<file path="src/rtl/upf_defines.svh">
`ifndef UPF_DEFINES_SVH
`define UPF_DEFINES_SVH

// Data path and buffer shape
`define UPF_DATA_W            8
`define UPF_FIFO_DEPTH        16

// Clock rate and millisecond conversion
`define UPF_CLK_HZ            40000000
`define UPF_MS_PER_S          1000

// Transmit flush timeout, in milliseconds
`define UPF_TX_TIMEOUT_RST_MS 8'h10
`define UPF_TX_TIMEOUT_MIN_MS 8'h01
`define UPF_TX_TIMEOUT_MAX_MS 8'hFF

// Least wakeup pulse on the receive pin, in milliseconds
`define UPF_WAKE_MS           8'h14

`endif

</file>
<file path="src/rtl/upf_pkg.sv">
package upf_pkg;

  // One byte of the parallel data bus
  typedef logic [7:0] upf_byte_t;

  // Millisecond counts for flush timeout and wakeup
  typedef logic [7:0] upf_ms_t;

endpackage

</file>
<file path="src/rtl/upf_stream_if.sv">
`timescale 1ns/1ps
interface upf_stream_if #(
  parameter int WIDTH = 8
);
  logic             valid;  // Source holds a word
  logic             ready;  // Sink takes it this cycle
  logic [WIDTH-1:0] data;   // The word itself

  modport src (output valid, output data, input ready);
  modport snk (input valid, input data, output ready);
endinterface

</file>
<file path="src/rtl/upf_fifo.sv">
`timescale 1ns/1ps
`include "upf_defines.svh"
module upf_fifo #(
  parameter int WIDTH = `UPF_DATA_W,
  parameter int DEPTH = `UPF_FIFO_DEPTH
) (
  // Clock and reset
  input wire logic clk,
  input wire logic nrst,
  // Filling side
  upf_stream_if.snk inS,
  // Draining side
  upf_stream_if.src outS
);

  localparam int PW = (DEPTH > 1) ? $clog2(DEPTH) : 1;
  localparam int CW = $clog2(DEPTH + 1);

  typedef struct packed {
    logic [DEPTH-1:0][WIDTH-1:0] mem;    // Storage words
    logic [PW-1:0]               wrPtr;  // Next slot to fill
    logic [PW-1:0]               rdPtr;  // Oldest word
    logic [CW-1:0]               count;  // Words held
  } upf_fifo_st_t;

  upf_fifo_st_t st_q;
  upf_fifo_st_t st_d;
  logic         doPush;
  logic         doPop;

  // Pointer step with wrap for depths that are not powers of two
  function automatic logic [PW-1:0] nextPtr(input logic [PW-1:0] p);
    nextPtr = (p == PW'(DEPTH - 1)) ? '0 : p + PW'(1);
  endfunction

  // Honest flags straight from the count
  assign inS.ready  = (st_q.count != CW'(DEPTH));
  assign outS.valid = (st_q.count != '0);
  assign outS.data  = st_q.mem[st_q.rdPtr];
  assign doPush     = inS.valid & inS.ready;
  assign doPop      = outS.valid & outS.ready;

  // Next state: push and pop may share a cycle
  always_comb
  begin
    st_d = st_q;
    if (doPush)
    begin
      st_d.mem[st_q.wrPtr] = inS.data;
      st_d.wrPtr           = nextPtr(st_q.wrPtr);
    end
    if (doPop)
    begin
      st_d.rdPtr = nextPtr(st_q.rdPtr);
    end
    if (doPush && !doPop)
    begin
      st_d.count = st_q.count + CW'(1);
    end
    else if (doPop && !doPush)
    begin
      st_d.count = st_q.count - CW'(1);
    end
  end

  // State register
  always_ff @(posedge clk or negedge nrst)
  begin
    if (!nrst)
    begin
      st_q <= '0;
    end
    else
    begin
      st_q <= st_d;
    end
  end

endmodule // upf_fifo

</file>
<file path="src/rtl/upf_port.sv">
`timescale 1ns/1ps
`include "upf_defines.svh"
module upf_port #(
  parameter int DEPTH         = `UPF_FIFO_DEPTH,
  parameter int CYCLES_PER_MS = `UPF_CLK_HZ / `UPF_MS_PER_S
) (
  // Clock and reset
  input  wire logic               clk,
  input  wire logic               nrst,
  // Parallel data bus, split into in, out and enable
  input  wire upf_pkg::upf_byte_t dataIn,
  output      upf_pkg::upf_byte_t dataOut,
  output      logic               dataOe,
  // Strobes from the external logic
  input  wire logic               writeStrobe,
  input  wire logic               readStrobeN,
  // Transmit space flag pin
  output      logic               txSpaceFlagN,
  output      logic               txSpaceFlagOe,
  // Receive available flag pin, input only in suspend with remote wakeup enabled
  input  wire logic               rxAvailableFlagIn,
  output      logic               rxAvailableFlagN,
  output      logic               rxAvailableFlagOe,
  // Suspend and wakeup
  input  wire logic               usbSuspend,
  input  wire logic               remoteWakeEn,
  output      logic               powerEnableN,
  output      logic               wakeupReq,
  // Flush timeout setting
  input  wire logic               timeoutLoad,
  input  wire upf_pkg::upf_ms_t   timeoutMs,
  // Bytes towards the USB host
  output      upf_pkg::upf_byte_t usbTxData,
  output      logic               usbTxValid,
  input  wire logic               usbTxReady,
  // Bytes from the USB host
  input  wire upf_pkg::upf_byte_t usbRxData,
  input  wire logic               usbRxValid,
  output      logic               usbRxReady
);

  typedef struct packed {
    logic               wrSync1;    // Write strobe, first stage
    logic               wrSync2;    // Write strobe, second stage
    logic               wrSync3;    // Write strobe, edge history
    logic               rdSync1;    // Read strobe, first stage
    logic               rdSync2;    // Read strobe, second stage
    logic               rdSync3;    // Read strobe, edge history
    logic               pinSync1;   // Receive pin input, first stage
    logic               pinSync2;   // Receive pin input, second stage
    upf_pkg::upf_byte_t dataOut;    // Byte shown on the bus
    logic               dataOe;     // Bus driven
    logic               flagOe;     // Flags driven, low only in reset
    logic               suspended;  // Registered suspend state
    upf_pkg::upf_ms_t   timeout;    // Flush timeout in ms
    logic [31:0]        msCnt;      // Cycles within current ms
    upf_pkg::upf_ms_t   age;        // Ms since buffer became busy
    logic               flushing;   // Transmit buffer draining
    upf_pkg::upf_ms_t   wakeCnt;    // Ms the pin has been low
    logic               wakeDone;   // Resume already requested
    logic               wakeReq;    // One-cycle resume request
  } upf_port_st_t;

  upf_port_st_t st_q;
  upf_port_st_t st_d;
  logic         wrFall;
  logic         rdFall;
  logic         rdRise;
  logic         msTick;
  logic         wakeMode;

  upf_stream_if #(.WIDTH(`UPF_DATA_W)) txIn ();
  upf_stream_if #(.WIDTH(`UPF_DATA_W)) txOut ();
  upf_stream_if #(.WIDTH(`UPF_DATA_W)) rxIn ();
  upf_stream_if #(.WIDTH(`UPF_DATA_W)) rxOut ();

  // Transmit buffer: pin side fills, USB side drains
  upf_fifo #(
    .WIDTH (`UPF_DATA_W),
    .DEPTH (DEPTH)
  ) u_txFifo (
    .clk  (clk),
    .nrst (nrst),
    .inS  (txIn),
    .outS (txOut)
  );

  // Receive buffer: USB side fills, pin side drains
  upf_fifo #(
    .WIDTH (`UPF_DATA_W),
    .DEPTH (DEPTH)
  ) u_rxFifo (
    .clk  (clk),
    .nrst (nrst),
    .inS  (rxIn),
    .outS (rxOut)
  );

  // Edges only from settled stages; first stages feed nothing else
  assign wrFall   = st_q.wrSync3 & ~st_q.wrSync2;
  assign rdFall   = st_q.rdSync3 & ~st_q.rdSync2;
  assign rdRise   = ~st_q.rdSync3 & st_q.rdSync2;
  assign msTick   = (st_q.msCnt == 32'(CYCLES_PER_MS - 1));
  assign wakeMode = remoteWakeEn & st_q.suspended;

  // Byte sampled on the write strobe fall; a write while full is lost
  assign txIn.valid = wrFall;
  assign txIn.data  = dataIn;

  // USB side sees the buffer only while a flush is under way
  assign usbTxValid  = st_q.flushing & txOut.valid;
  assign usbTxData   = txOut.data;
  assign txOut.ready = st_q.flushing & usbTxReady;

  // Host bytes enter the receive buffer with back-pressure
  assign rxIn.valid = usbRxValid;
  assign rxIn.data  = usbRxData;
  assign usbRxReady = rxIn.ready;

  // Pop on the read strobe rise
  assign rxOut.ready = rdRise;

  // Flags: combinational so they follow the buffers at once
  assign txSpaceFlagN      = ~txIn.ready;
  assign txSpaceFlagOe     = st_q.flagOe;
  assign rxAvailableFlagN  = ~rxOut.valid;
  assign rxAvailableFlagOe = st_q.flagOe & ~wakeMode;

  // Registered pin outputs
  assign dataOut      = st_q.dataOut;
  assign dataOe       = st_q.dataOe;
  assign powerEnableN = st_q.suspended;
  assign wakeupReq    = st_q.wakeReq;

  // Next state
  always_comb
  begin
    st_d = st_q;

    // Synchronisers for the asynchronous strobes and the pin
    st_d.wrSync1  = writeStrobe;
    st_d.wrSync2  = st_q.wrSync1;
    st_d.wrSync3  = st_q.wrSync2;
    st_d.rdSync1  = readStrobeN;
    st_d.rdSync2  = st_q.rdSync1;
    st_d.rdSync3  = st_q.rdSync2;
    st_d.pinSync1 = rxAvailableFlagIn;
    st_d.pinSync2 = st_q.pinSync1;

    // Flags leave high impedance on the first edge after reset
    st_d.flagOe    = 1'b1;
    st_d.suspended = usbSuspend;

    // Read bus: drive head byte while strobe low, release on rise
    if (rdFall)
    begin
      st_d.dataOe  = 1'b1;
      st_d.dataOut = rxOut.data;
    end
    else if (rdRise)
    begin
      st_d.dataOe = 1'b0;
    end

    // Free-running millisecond base
    st_d.msCnt = msTick ? '0 : st_q.msCnt + 32'h0000_0001;

    // Settings below the least legal value are ignored
    if (timeoutLoad && (timeoutMs >= `UPF_TX_TIMEOUT_MIN_MS) && (timeoutMs <= `UPF_TX_TIMEOUT_MAX_MS))
    begin
      st_d.timeout = timeoutMs;
    end

    // Flush when the age reaches the timeout or the buffer fills;
    // the age starts mid-millisecond, so flushes come early, never late
    if (!txOut.valid)
    begin
      st_d.age      = '0;
      st_d.flushing = 1'b0;
    end
    else if (!st_q.flushing)
    begin
      if (!txIn.ready)
      begin
        st_d.flushing = 1'b1;
      end
      else if (msTick)
      begin
        st_d.age = st_q.age + 8'h01;
        if (({1'b0, st_q.age} + 9'h001) >= {1'b0, st_q.timeout})
        begin
          st_d.flushing = 1'b1;
        end
      end
    end

    // Wakeup: pin held low for a full window gives one request;
    // one extra tick covers the partial first millisecond
    st_d.wakeReq = 1'b0;
    if (!wakeMode || st_q.pinSync2)
    begin
      st_d.wakeCnt  = '0;
      st_d.wakeDone = 1'b0;
    end
    else if (!st_q.wakeDone && msTick)
    begin
      if (st_q.wakeCnt == `UPF_WAKE_MS)
      begin
        st_d.wakeReq  = 1'b1;
        st_d.wakeDone = 1'b1;
      end
      else
      begin
        st_d.wakeCnt = st_q.wakeCnt + 8'h01;
      end
    end
  end

  // State register; strobes reset to their idle level
  always_ff @(posedge clk or negedge nrst)
  begin
    if (!nrst)
    begin
      st_q         <= '0;
      st_q.wrSync1 <= 1'b1;
      st_q.wrSync2 <= 1'b1;
      st_q.wrSync3 <= 1'b1;
      st_q.rdSync1 <= 1'b1;
      st_q.rdSync2 <= 1'b1;
      st_q.rdSync3 <= 1'b1;
      // Pin idles high, so a suspend right after reset sees no false low
      st_q.pinSync1 <= 1'b1;
      st_q.pinSync2 <= 1'b1;
      st_q.timeout <= `UPF_TX_TIMEOUT_RST_MS;
    end
    else
    begin
      st_q <= st_d;
    end
  end

endmodule // upf_port

</file>
<file path="config.mk">
export PLATFORM = sky130hd
export DESIGN_NAME = upf_port
export DESIGN_NICKNAME = d
export VERILOG_FILES = /design/src/rtl/upf_pkg.sv /design/src/rtl/upf_stream_if.sv /design/src/rtl/upf_fifo.sv /design/src/rtl/upf_port.sv
export VERILOG_INCLUDE_DIRS = /design/src /design/src/rtl
export SDC_FILE = /design/constraint.sdc
export NUM_CORES = 1
export LEC_CHECK = 0
export BUFFER_PORTS_ARGS = -buffer_cell sky130_fd_sc_hd__buf_4
export CAP_MARGIN = 0
export CORE_UTILIZATION = 41
export CTS_BUF_LIST = sky130_fd_sc_hd__clkbuf_16
export CTS_CLUSTER_DIAMETER = 30
export DETAILED_ROUTE_END_ITERATION = 16
export PLACE_DENSITY = 0.59
export SYNTH_ARGS = -nofsm -noshare
export SYNTH_HDL_FRONTEND = slang
export SYNTH_SLANG_ARGS = --single-unit
export TNS_END_PERCENT = 10
</file>
<file path="constraint.sdc">
create_clock -name clk -period 3.47 [get_ports clk]
set_input_delay 0.347 -clock clk [delete_from_list [all_inputs] [get_ports clk]]
set_output_delay 0.347 -clock clk [all_outputs]
set_load 0.03 [all_outputs]
</file>
**After elaboration in Yosys (flattened, before gate mapping)**

Cells that the tools add are included.

- Input port bits: 34
- Bits in registers: 360
- Output and inout port bits: 25
- Logic and storage cells: 165

- Bitwise logic cells: 17
- Reductions and logical operators: 26
- $add $sub $neg: 12
- Equal/unequal tests: 12
- Order comparisons: 9
- Multiplexer cells: 32

Operators with widths:

| kind | count |
|---|---|
| bitwise mux 128 bit | 2 |
| binary-select mux 8 bit (select 4 bit) | 2 |
| demux 8 bit (select 4 bit) | 2 |
| 2-to-1 mux 8 bit | 6 |
| 2-to-1 mux 9 bit | 4 |
| adder 32 x 1 -> 32 bit, second input constant | 1 |
| == test 32 x 16 -> 1 bit, second input constant | 1 |
| 2-to-1 mux 32 bit | 1 |
| < comparator 4 x 5 -> 1 bit, second input constant | 4 |
| 2-to-1 mux 5 bit | 4 |
| adder 4 x 1 -> 4 bit, second input constant | 4 |
| adder 8 x 1 -> 8 bit, second input constant | 2 |
| == test 4 bit, second input constant | 4 |
| 2-to-1 mux 4 bit | 4 |
| AND 1 bit | 11 |
| adder 5 x 1 -> 5 bit, second input constant | 2 |
| 2-to-1 mux 10 bit | 1 |
| inequality test 5 bit, second input constant | 2 |
| nonzero test 2 bit | 5 |
| nonzero test 5 bit | 2 |
| subtractor 5 x 1 -> 5 bit, second input constant | 2 |
| adder 8 x 1 -> 9 bit, second input constant | 1 |
| greater-or-equal comparator 9 x 8 -> 1 bit | 1 |
| logical AND 1 bit | 9 |
| other kinds (12) | 31 |

**Longest topological paths before layout**

- Word-level depth: 7
- Depth in mapped cells: 13
- Depth with buffers taken out: 12

**Cells and area by module**

From an unflattened synthesis, not the netlist that was laid out.

- Cells, all modules: 1265
- Area total of the unflattened synthesis: 17480.5 um^2

Modules (own cells, without submodules):

| module | cells an instance | area an instance (um^2) | seq. area each (um^2) | instances |
|---|---|---|---|---|
| upf_fifo (u_rxFifo) | 460 | 6897.9 | 3528.4 | 1 |
| upf_fifo (u_txFifo) | 447 | 6799.0 | 3528.4 | 1 |
| upf_port | 358 | 3783.6 | 1963.1 | 1 |

**Least setup slack after synthesis**

No wires, ideal clock.

- Path type: reg2reg
- Start: register u_rxFifo.st_q[1] (netlist bit)
- End: register u_rxFifo.st_q[4] (netlist bit)
- Data arrival time: 2.893 ns
- Cell stages (with the launch flop): 14
- Clock period less this slack: 3.019 ns
- Setup time: 0.125 ns
- Path slack: 0.451 ns
- Data required time: 3.345 ns
- Path buffers: 2
- Path through: dfrtp_1 -> or3_4 -> or3b_4 -> and2_4 -> buf_6 -> buf_6 -> ha_1 -> inv_1 -> ha_1 -> a21o_1 -> a21oi_1 -> xnor2_1 -> nor2_1 -> xor2_1

- Word-level cells in the longest chain between the ends: 5
- Elaborated cells between the ends (all ways): 13
- Classes of those cells: add/sub (2); eq/ne (1); mux (2); bitwise (2); reduce/logical (6)

Ends and longest elaborated chain:

| item | line | RTL |
|---|---|---|
| start, declared | upf_fifo.sv:26 | `upf_fifo_st_t st_q;` |
| start signal, assigned | upf_fifo.sv:75 | `st_q <= st_d;` |
| inequality test 5 bit (*) | upf_fifo.sv:37 | `assign inS.ready = (st_q.count != CW'(DEPTH));` |
| via usbRxReady | upf_port.sv:39 | `output logic usbRxReady` |
| AND 1 bit (*) | upf_fifo.sv:40 | `assign doPush = inS.valid & inS.ready;` |
| via u_rxFifo.doPush | upf_fifo.sv:28 | `logic doPush;` |
| logical NOT 1 bit | upf_fifo.sv:60 | `else if (doPop && !doPush)` |
| logical AND 1 bit | upf_fifo.sv:60 |  |
| nonzero test 2 bit (no source line) | - |  |

Mark *: on every way through the listed nets, which the timed path passes. The rest lies on a longest branch. The select of a mux whose other input is x is not followed.
A chain may end at the register's enable or synchronous reset.

**Worst setup path after layout**

- Start: register u_txFifo.st_q[5] (netlist bit)
- End: output usbTxData[5]

- Word-level cells in the longest chain between the ends: 2

Ends and longest elaborated chain:

| item | line | RTL |
|---|---|---|
| start, declared | upf_fifo.sv:26 |  |
| start signal, assigned | upf_fifo.sv:75 |  |
| binary-select mux 8 bit (select 4 bit) | upf_fifo.sv:39 | `assign outS.data = st_q.mem[st_q.rdPtr];` |
| 2-to-1 mux 8 bit (implied by the code) | upf_fifo.sv:39 |  |
| end, declared | upf_port.sv:33 | `output upf_pkg::upf_byte_t usbTxData,` |

No other way between the ends. The select of a mux whose other input is x is not followed.

==> impl_metrics.csv <==
group,metric,value,unit
synthesis,synth-seq-cells,360,
routing,met1_length,17200,um
routing,drc,0,
critical_path,r2r-end,"u_txFifo.st_q[4]$_DFFE_PN0P_",
cells_and_area,postLayoutCoreUtil,52.0,%
cts,clkTransAtPathRegs,0.04,ns
synthesis,synth_nets,1268,
critical_path,reg2reg_from,"u_txFifo.st_q[0]$_DFFE_PN0P_",
sta,drv_slew,0,
cts,ctsLongestPathBuffers,3,
synthesis,synthTopCellsByCount,"dfrtp_1, mux2_2, nand2_1",
routing,top_layer_used,"met4",
critical_path,reg2reg_depth,13,
status,status,"finished, final reports clean",
synthesis,netlist.top_cell.by_area,"dfrtp_1",
sta,clock.fmax,313,MHz
cts,clockRootBuffer,"clkbuf_16",
cts,ctsHtreeMaxLevel,3,
cts,cts_resized,0,
pwr,power_density,950,nW/um2
sta,setup_viol,0,
pwr,peakVddDrop,0.000497,V
cts,numClockSinks,360,
pwr,p_leak,0.00948,uW
global_route,antenna_found_initial,0,
cells_and_area,syn2layout_area_growth,24.9,%
synthesis,yosys.area.top_type_share,51.7,%
synthesis,ys_types,62,
critical_path,endpoint_kind,"primary output",
hold_path,hp-class,"primary input to register",
floorplanning,ios,59,
floorplanning,die-area,42300,um2
cells_and_area,n_antenna_cell,0,
global_route,grt_overflow,0,
hold_path,hold_depth,3,
sta,clock_skew,0.0261,ns
hold_path,hp-start,"timeoutLoad",
sta,min_period_over_period,92.0,%
synthesis,synth_area_leaders,"dfrtp_1, mux2_2, mux4_2",
critical_path,critPathBufInv,2,
synthesis,ys_async_sr_fraction,100,%
critical_path,crit_arrival,2.84,ns
critical_path,path_delay_family,"multiplexers",
sta,tightest_slew,1.04,ns
synthesis,yosys_warnings,0,
critical_path,required,3.12,ns
sta,finalHoldViolations,0,
global_route,track_usage,18.8,%
sta,slew_headroom,31.0,%
critical_path,crit_chain,"buf_4 > mux4_2 > mux4_2 > buf_4",
routing,drt_first_pass_iters,5,
synthesis,synth.most_common_cell,"dfrtp_1",
routing,num_vias,10400,
cts,clkLatencyLatePin,0.61,ns
run,drv_cap,0,
sta,period_minus_slack,3.19,ns
sta,tns,0,ns
critical_path,critical_path_class,"register to primary output",
routing,ant_nets,0,
global_route,grt_pass1_vias,11000,
routing,wl_per_cell,19.4,um
cts,cts_buffers,90,
cts,cts_tree,"done",
critical_path,start_kind,"register",
routing,via_per_inst,5.36,
routing,drt_iter0_drc,545,
floorplanning,rows,74,
synthesis,yosysSeqAreaShare,53.1,%
cells_and_area,fill_cells,3443,
global_route,grt_pass1_wl,61400,um
synthesis,synth_area_per_cell,14.2,um2
global_route,grt_max_degree,100,
floorplanning,die_w,206,um
cells_and_area,fin_nets,1398,
routing,met3_wirelength,1540,um
synthesis,synth_flop_cell,"dfrtp_1",
routing,routed_wl,37500,um
sta,rsz0062_at_grt,"false",
synthesis,syn_inst,1200,
critical_path,r2r_slack,0.59,ns
critical_path,cp_slowest_cell,"dfrtp_2",
floorplanning,core,40800,um2
sta,hold_slack,0.0323,ns
critical_path,cpPeakStageDelay,0.66,ns
placed_design,finalWeightedCongestion,0.769,
routing,wl_met2,18000,um
floorplanning,initial_utilization,41.6,%
hold_path,hold-path-endpoint,"st_q[57]$_DFFE_PN0P_",
critical_path,path_max_fanout,16,
cells_and_area,drive_above_1_share,43.3,%
synthesis,synth_edf_count,0,
floorplanning,die_h,206,um
synthesis,synthesis.area,17000,um2
placed_design,dp_hpwl,22500,um
placed_design,portBuffers,58,
==> report_power, final <==
| group | total [uW] | internal, uW | switching, uW |
|---|---|---|---|
| Combinational | 5250 | 2990 | 2250 |
| Sequential | 6760 | 5800 | 956 |
| Clock | 8170 | 5580 | 2590 |
==> how the worst max path moves through the flow <==
stage	slack, ns	startpoint	to	cells past startpoint
floorplan	0.45	u_rxFifo.st_q[1]$_DFFE_PN0P_	u_rxFifo.st_q[4]$_DFFE_PN0P_	13
global placement	0.61	u_txFifo.st_q[0]$_DFFE_PN0P_	u_txFifo.st_q[4]$_DFFE_PN0P_	13
detailed placement	0.61	u_txFifo.st_q[0]$_DFFE_PN0P_	u_txFifo.st_q[4]$_DFFE_PN0P_	13
CTS	0.21	u_txFifo.st_q[5]$_DFFE_PN0P_	usbTxData[5]	4
global route	0.14	u_txFifo.st_q[5]$_DFFE_PN0P_	usbTxData[5]	4
finish	0.28	u_txFifo.st_q[5]$_DFFE_PN0P_	usbTxData[5]	4
==> worst register-to-register path, stage by stage, from the launching register on <==
cell and delay, ns:
dfrtp_1 0.43, nor4_2 0.32, nand2b_1 0.08, buf_4 0.17
and2_1 0.19, nand2_1 0.13, ha_1 0.20, inv_1 0.11
fa_1 0.42, a21o_1 0.20, a21oi_1 0.17, xnor2_1 0.14
nor2_1 0.06, xor2_1 0.14
==> registers in the layout (all words and copies together) (netlist names) <==
signal / cells
st_q: 61
wakeupReq: 1
txSpaceFlagOe: 1
dataOe: 1
u_rxFifo.st_q: 141
powerEnableN: 1
st_d: 5
u_txFifo.st_q: 141
dataOut: 8
==> cell families (layout without fill, tap and decap cells) <==
family	Yosys count	in the layout	share of synthesized area [%]
flip-flops	360	360	53.1
AO/OA/AOI/OAI	77	77	2.99
AND/OR/NAND/NOR	238	238	8.16
XOR/XNOR	50	50	2.58
other	1	1	0.0221
multiplexers	352	352	28.2
buffers and inverters	88	290	2.38
adder cells (fa/ha/maj)	34	34	2.59
==> layout by cell type, fill, tap and decap left out, types with 15 or more instances in the layout <==
cell type,Yosys,final
nor2_1,36,36
inv_1,23,35
mux4_2,72,72
clkinv_2,0,18
nand3_1,24,24
ha_1,32,32
clkbuf_16,0,90
nand2_1,73,73
dfrtp_1,351,349
mux2_2,257,257
buf_4,8,78
clkinv_1,0,15
xnor2_1,37,37
dlygate4sd3_1,0,19
a21oi_1,16,16
==> per-stage QoR <==
stage                     cell area (um2)  setup WS [ns]  cells  power, uW
after floorplan                     17000          0.451   1200      10700
after global routing                21200          0.143   1934      21200
after detailed placement            18000          0.611   1751      12100
after CTS                           21200          0.210   1934      20400
after global placement              18000          0.610   1751      11900
final                               21200          0.279   1934      20200
==> per-layer routing <==
layer / vias to the layer above / GRT usage [%]
met5: - / 0
met4: 0 / 7.46
met3: 57 / 4.29
met2: 193 / 29.1
met1: 5394 / 25.7
li1: 4713 / -
==> layout make-up <==
cell class | instances | area [um2] | area share (%)
Clock buffer | 90 | 2250 | 10.6
Multi-Input combinational cell | 752 | 7570 | 35.7
Inverter | 23 | 86.3 | 0.407
Timing Repair Buffer | 103 | 891 | 4.20
Tap cell | 532 | 666 | 3.14
Sequential cell | 360 | 9020 | 42.5
Clock inverter | 74 | 743 | 3.50
==> repair_timing <==
item / in CTS / in global routing
hold buffers: 19 / 0
setup buffers: 0 / 0
endpoints found under the hold margin: 85 / 0
No activity file was read; power rests on OpenSTA's default activity.
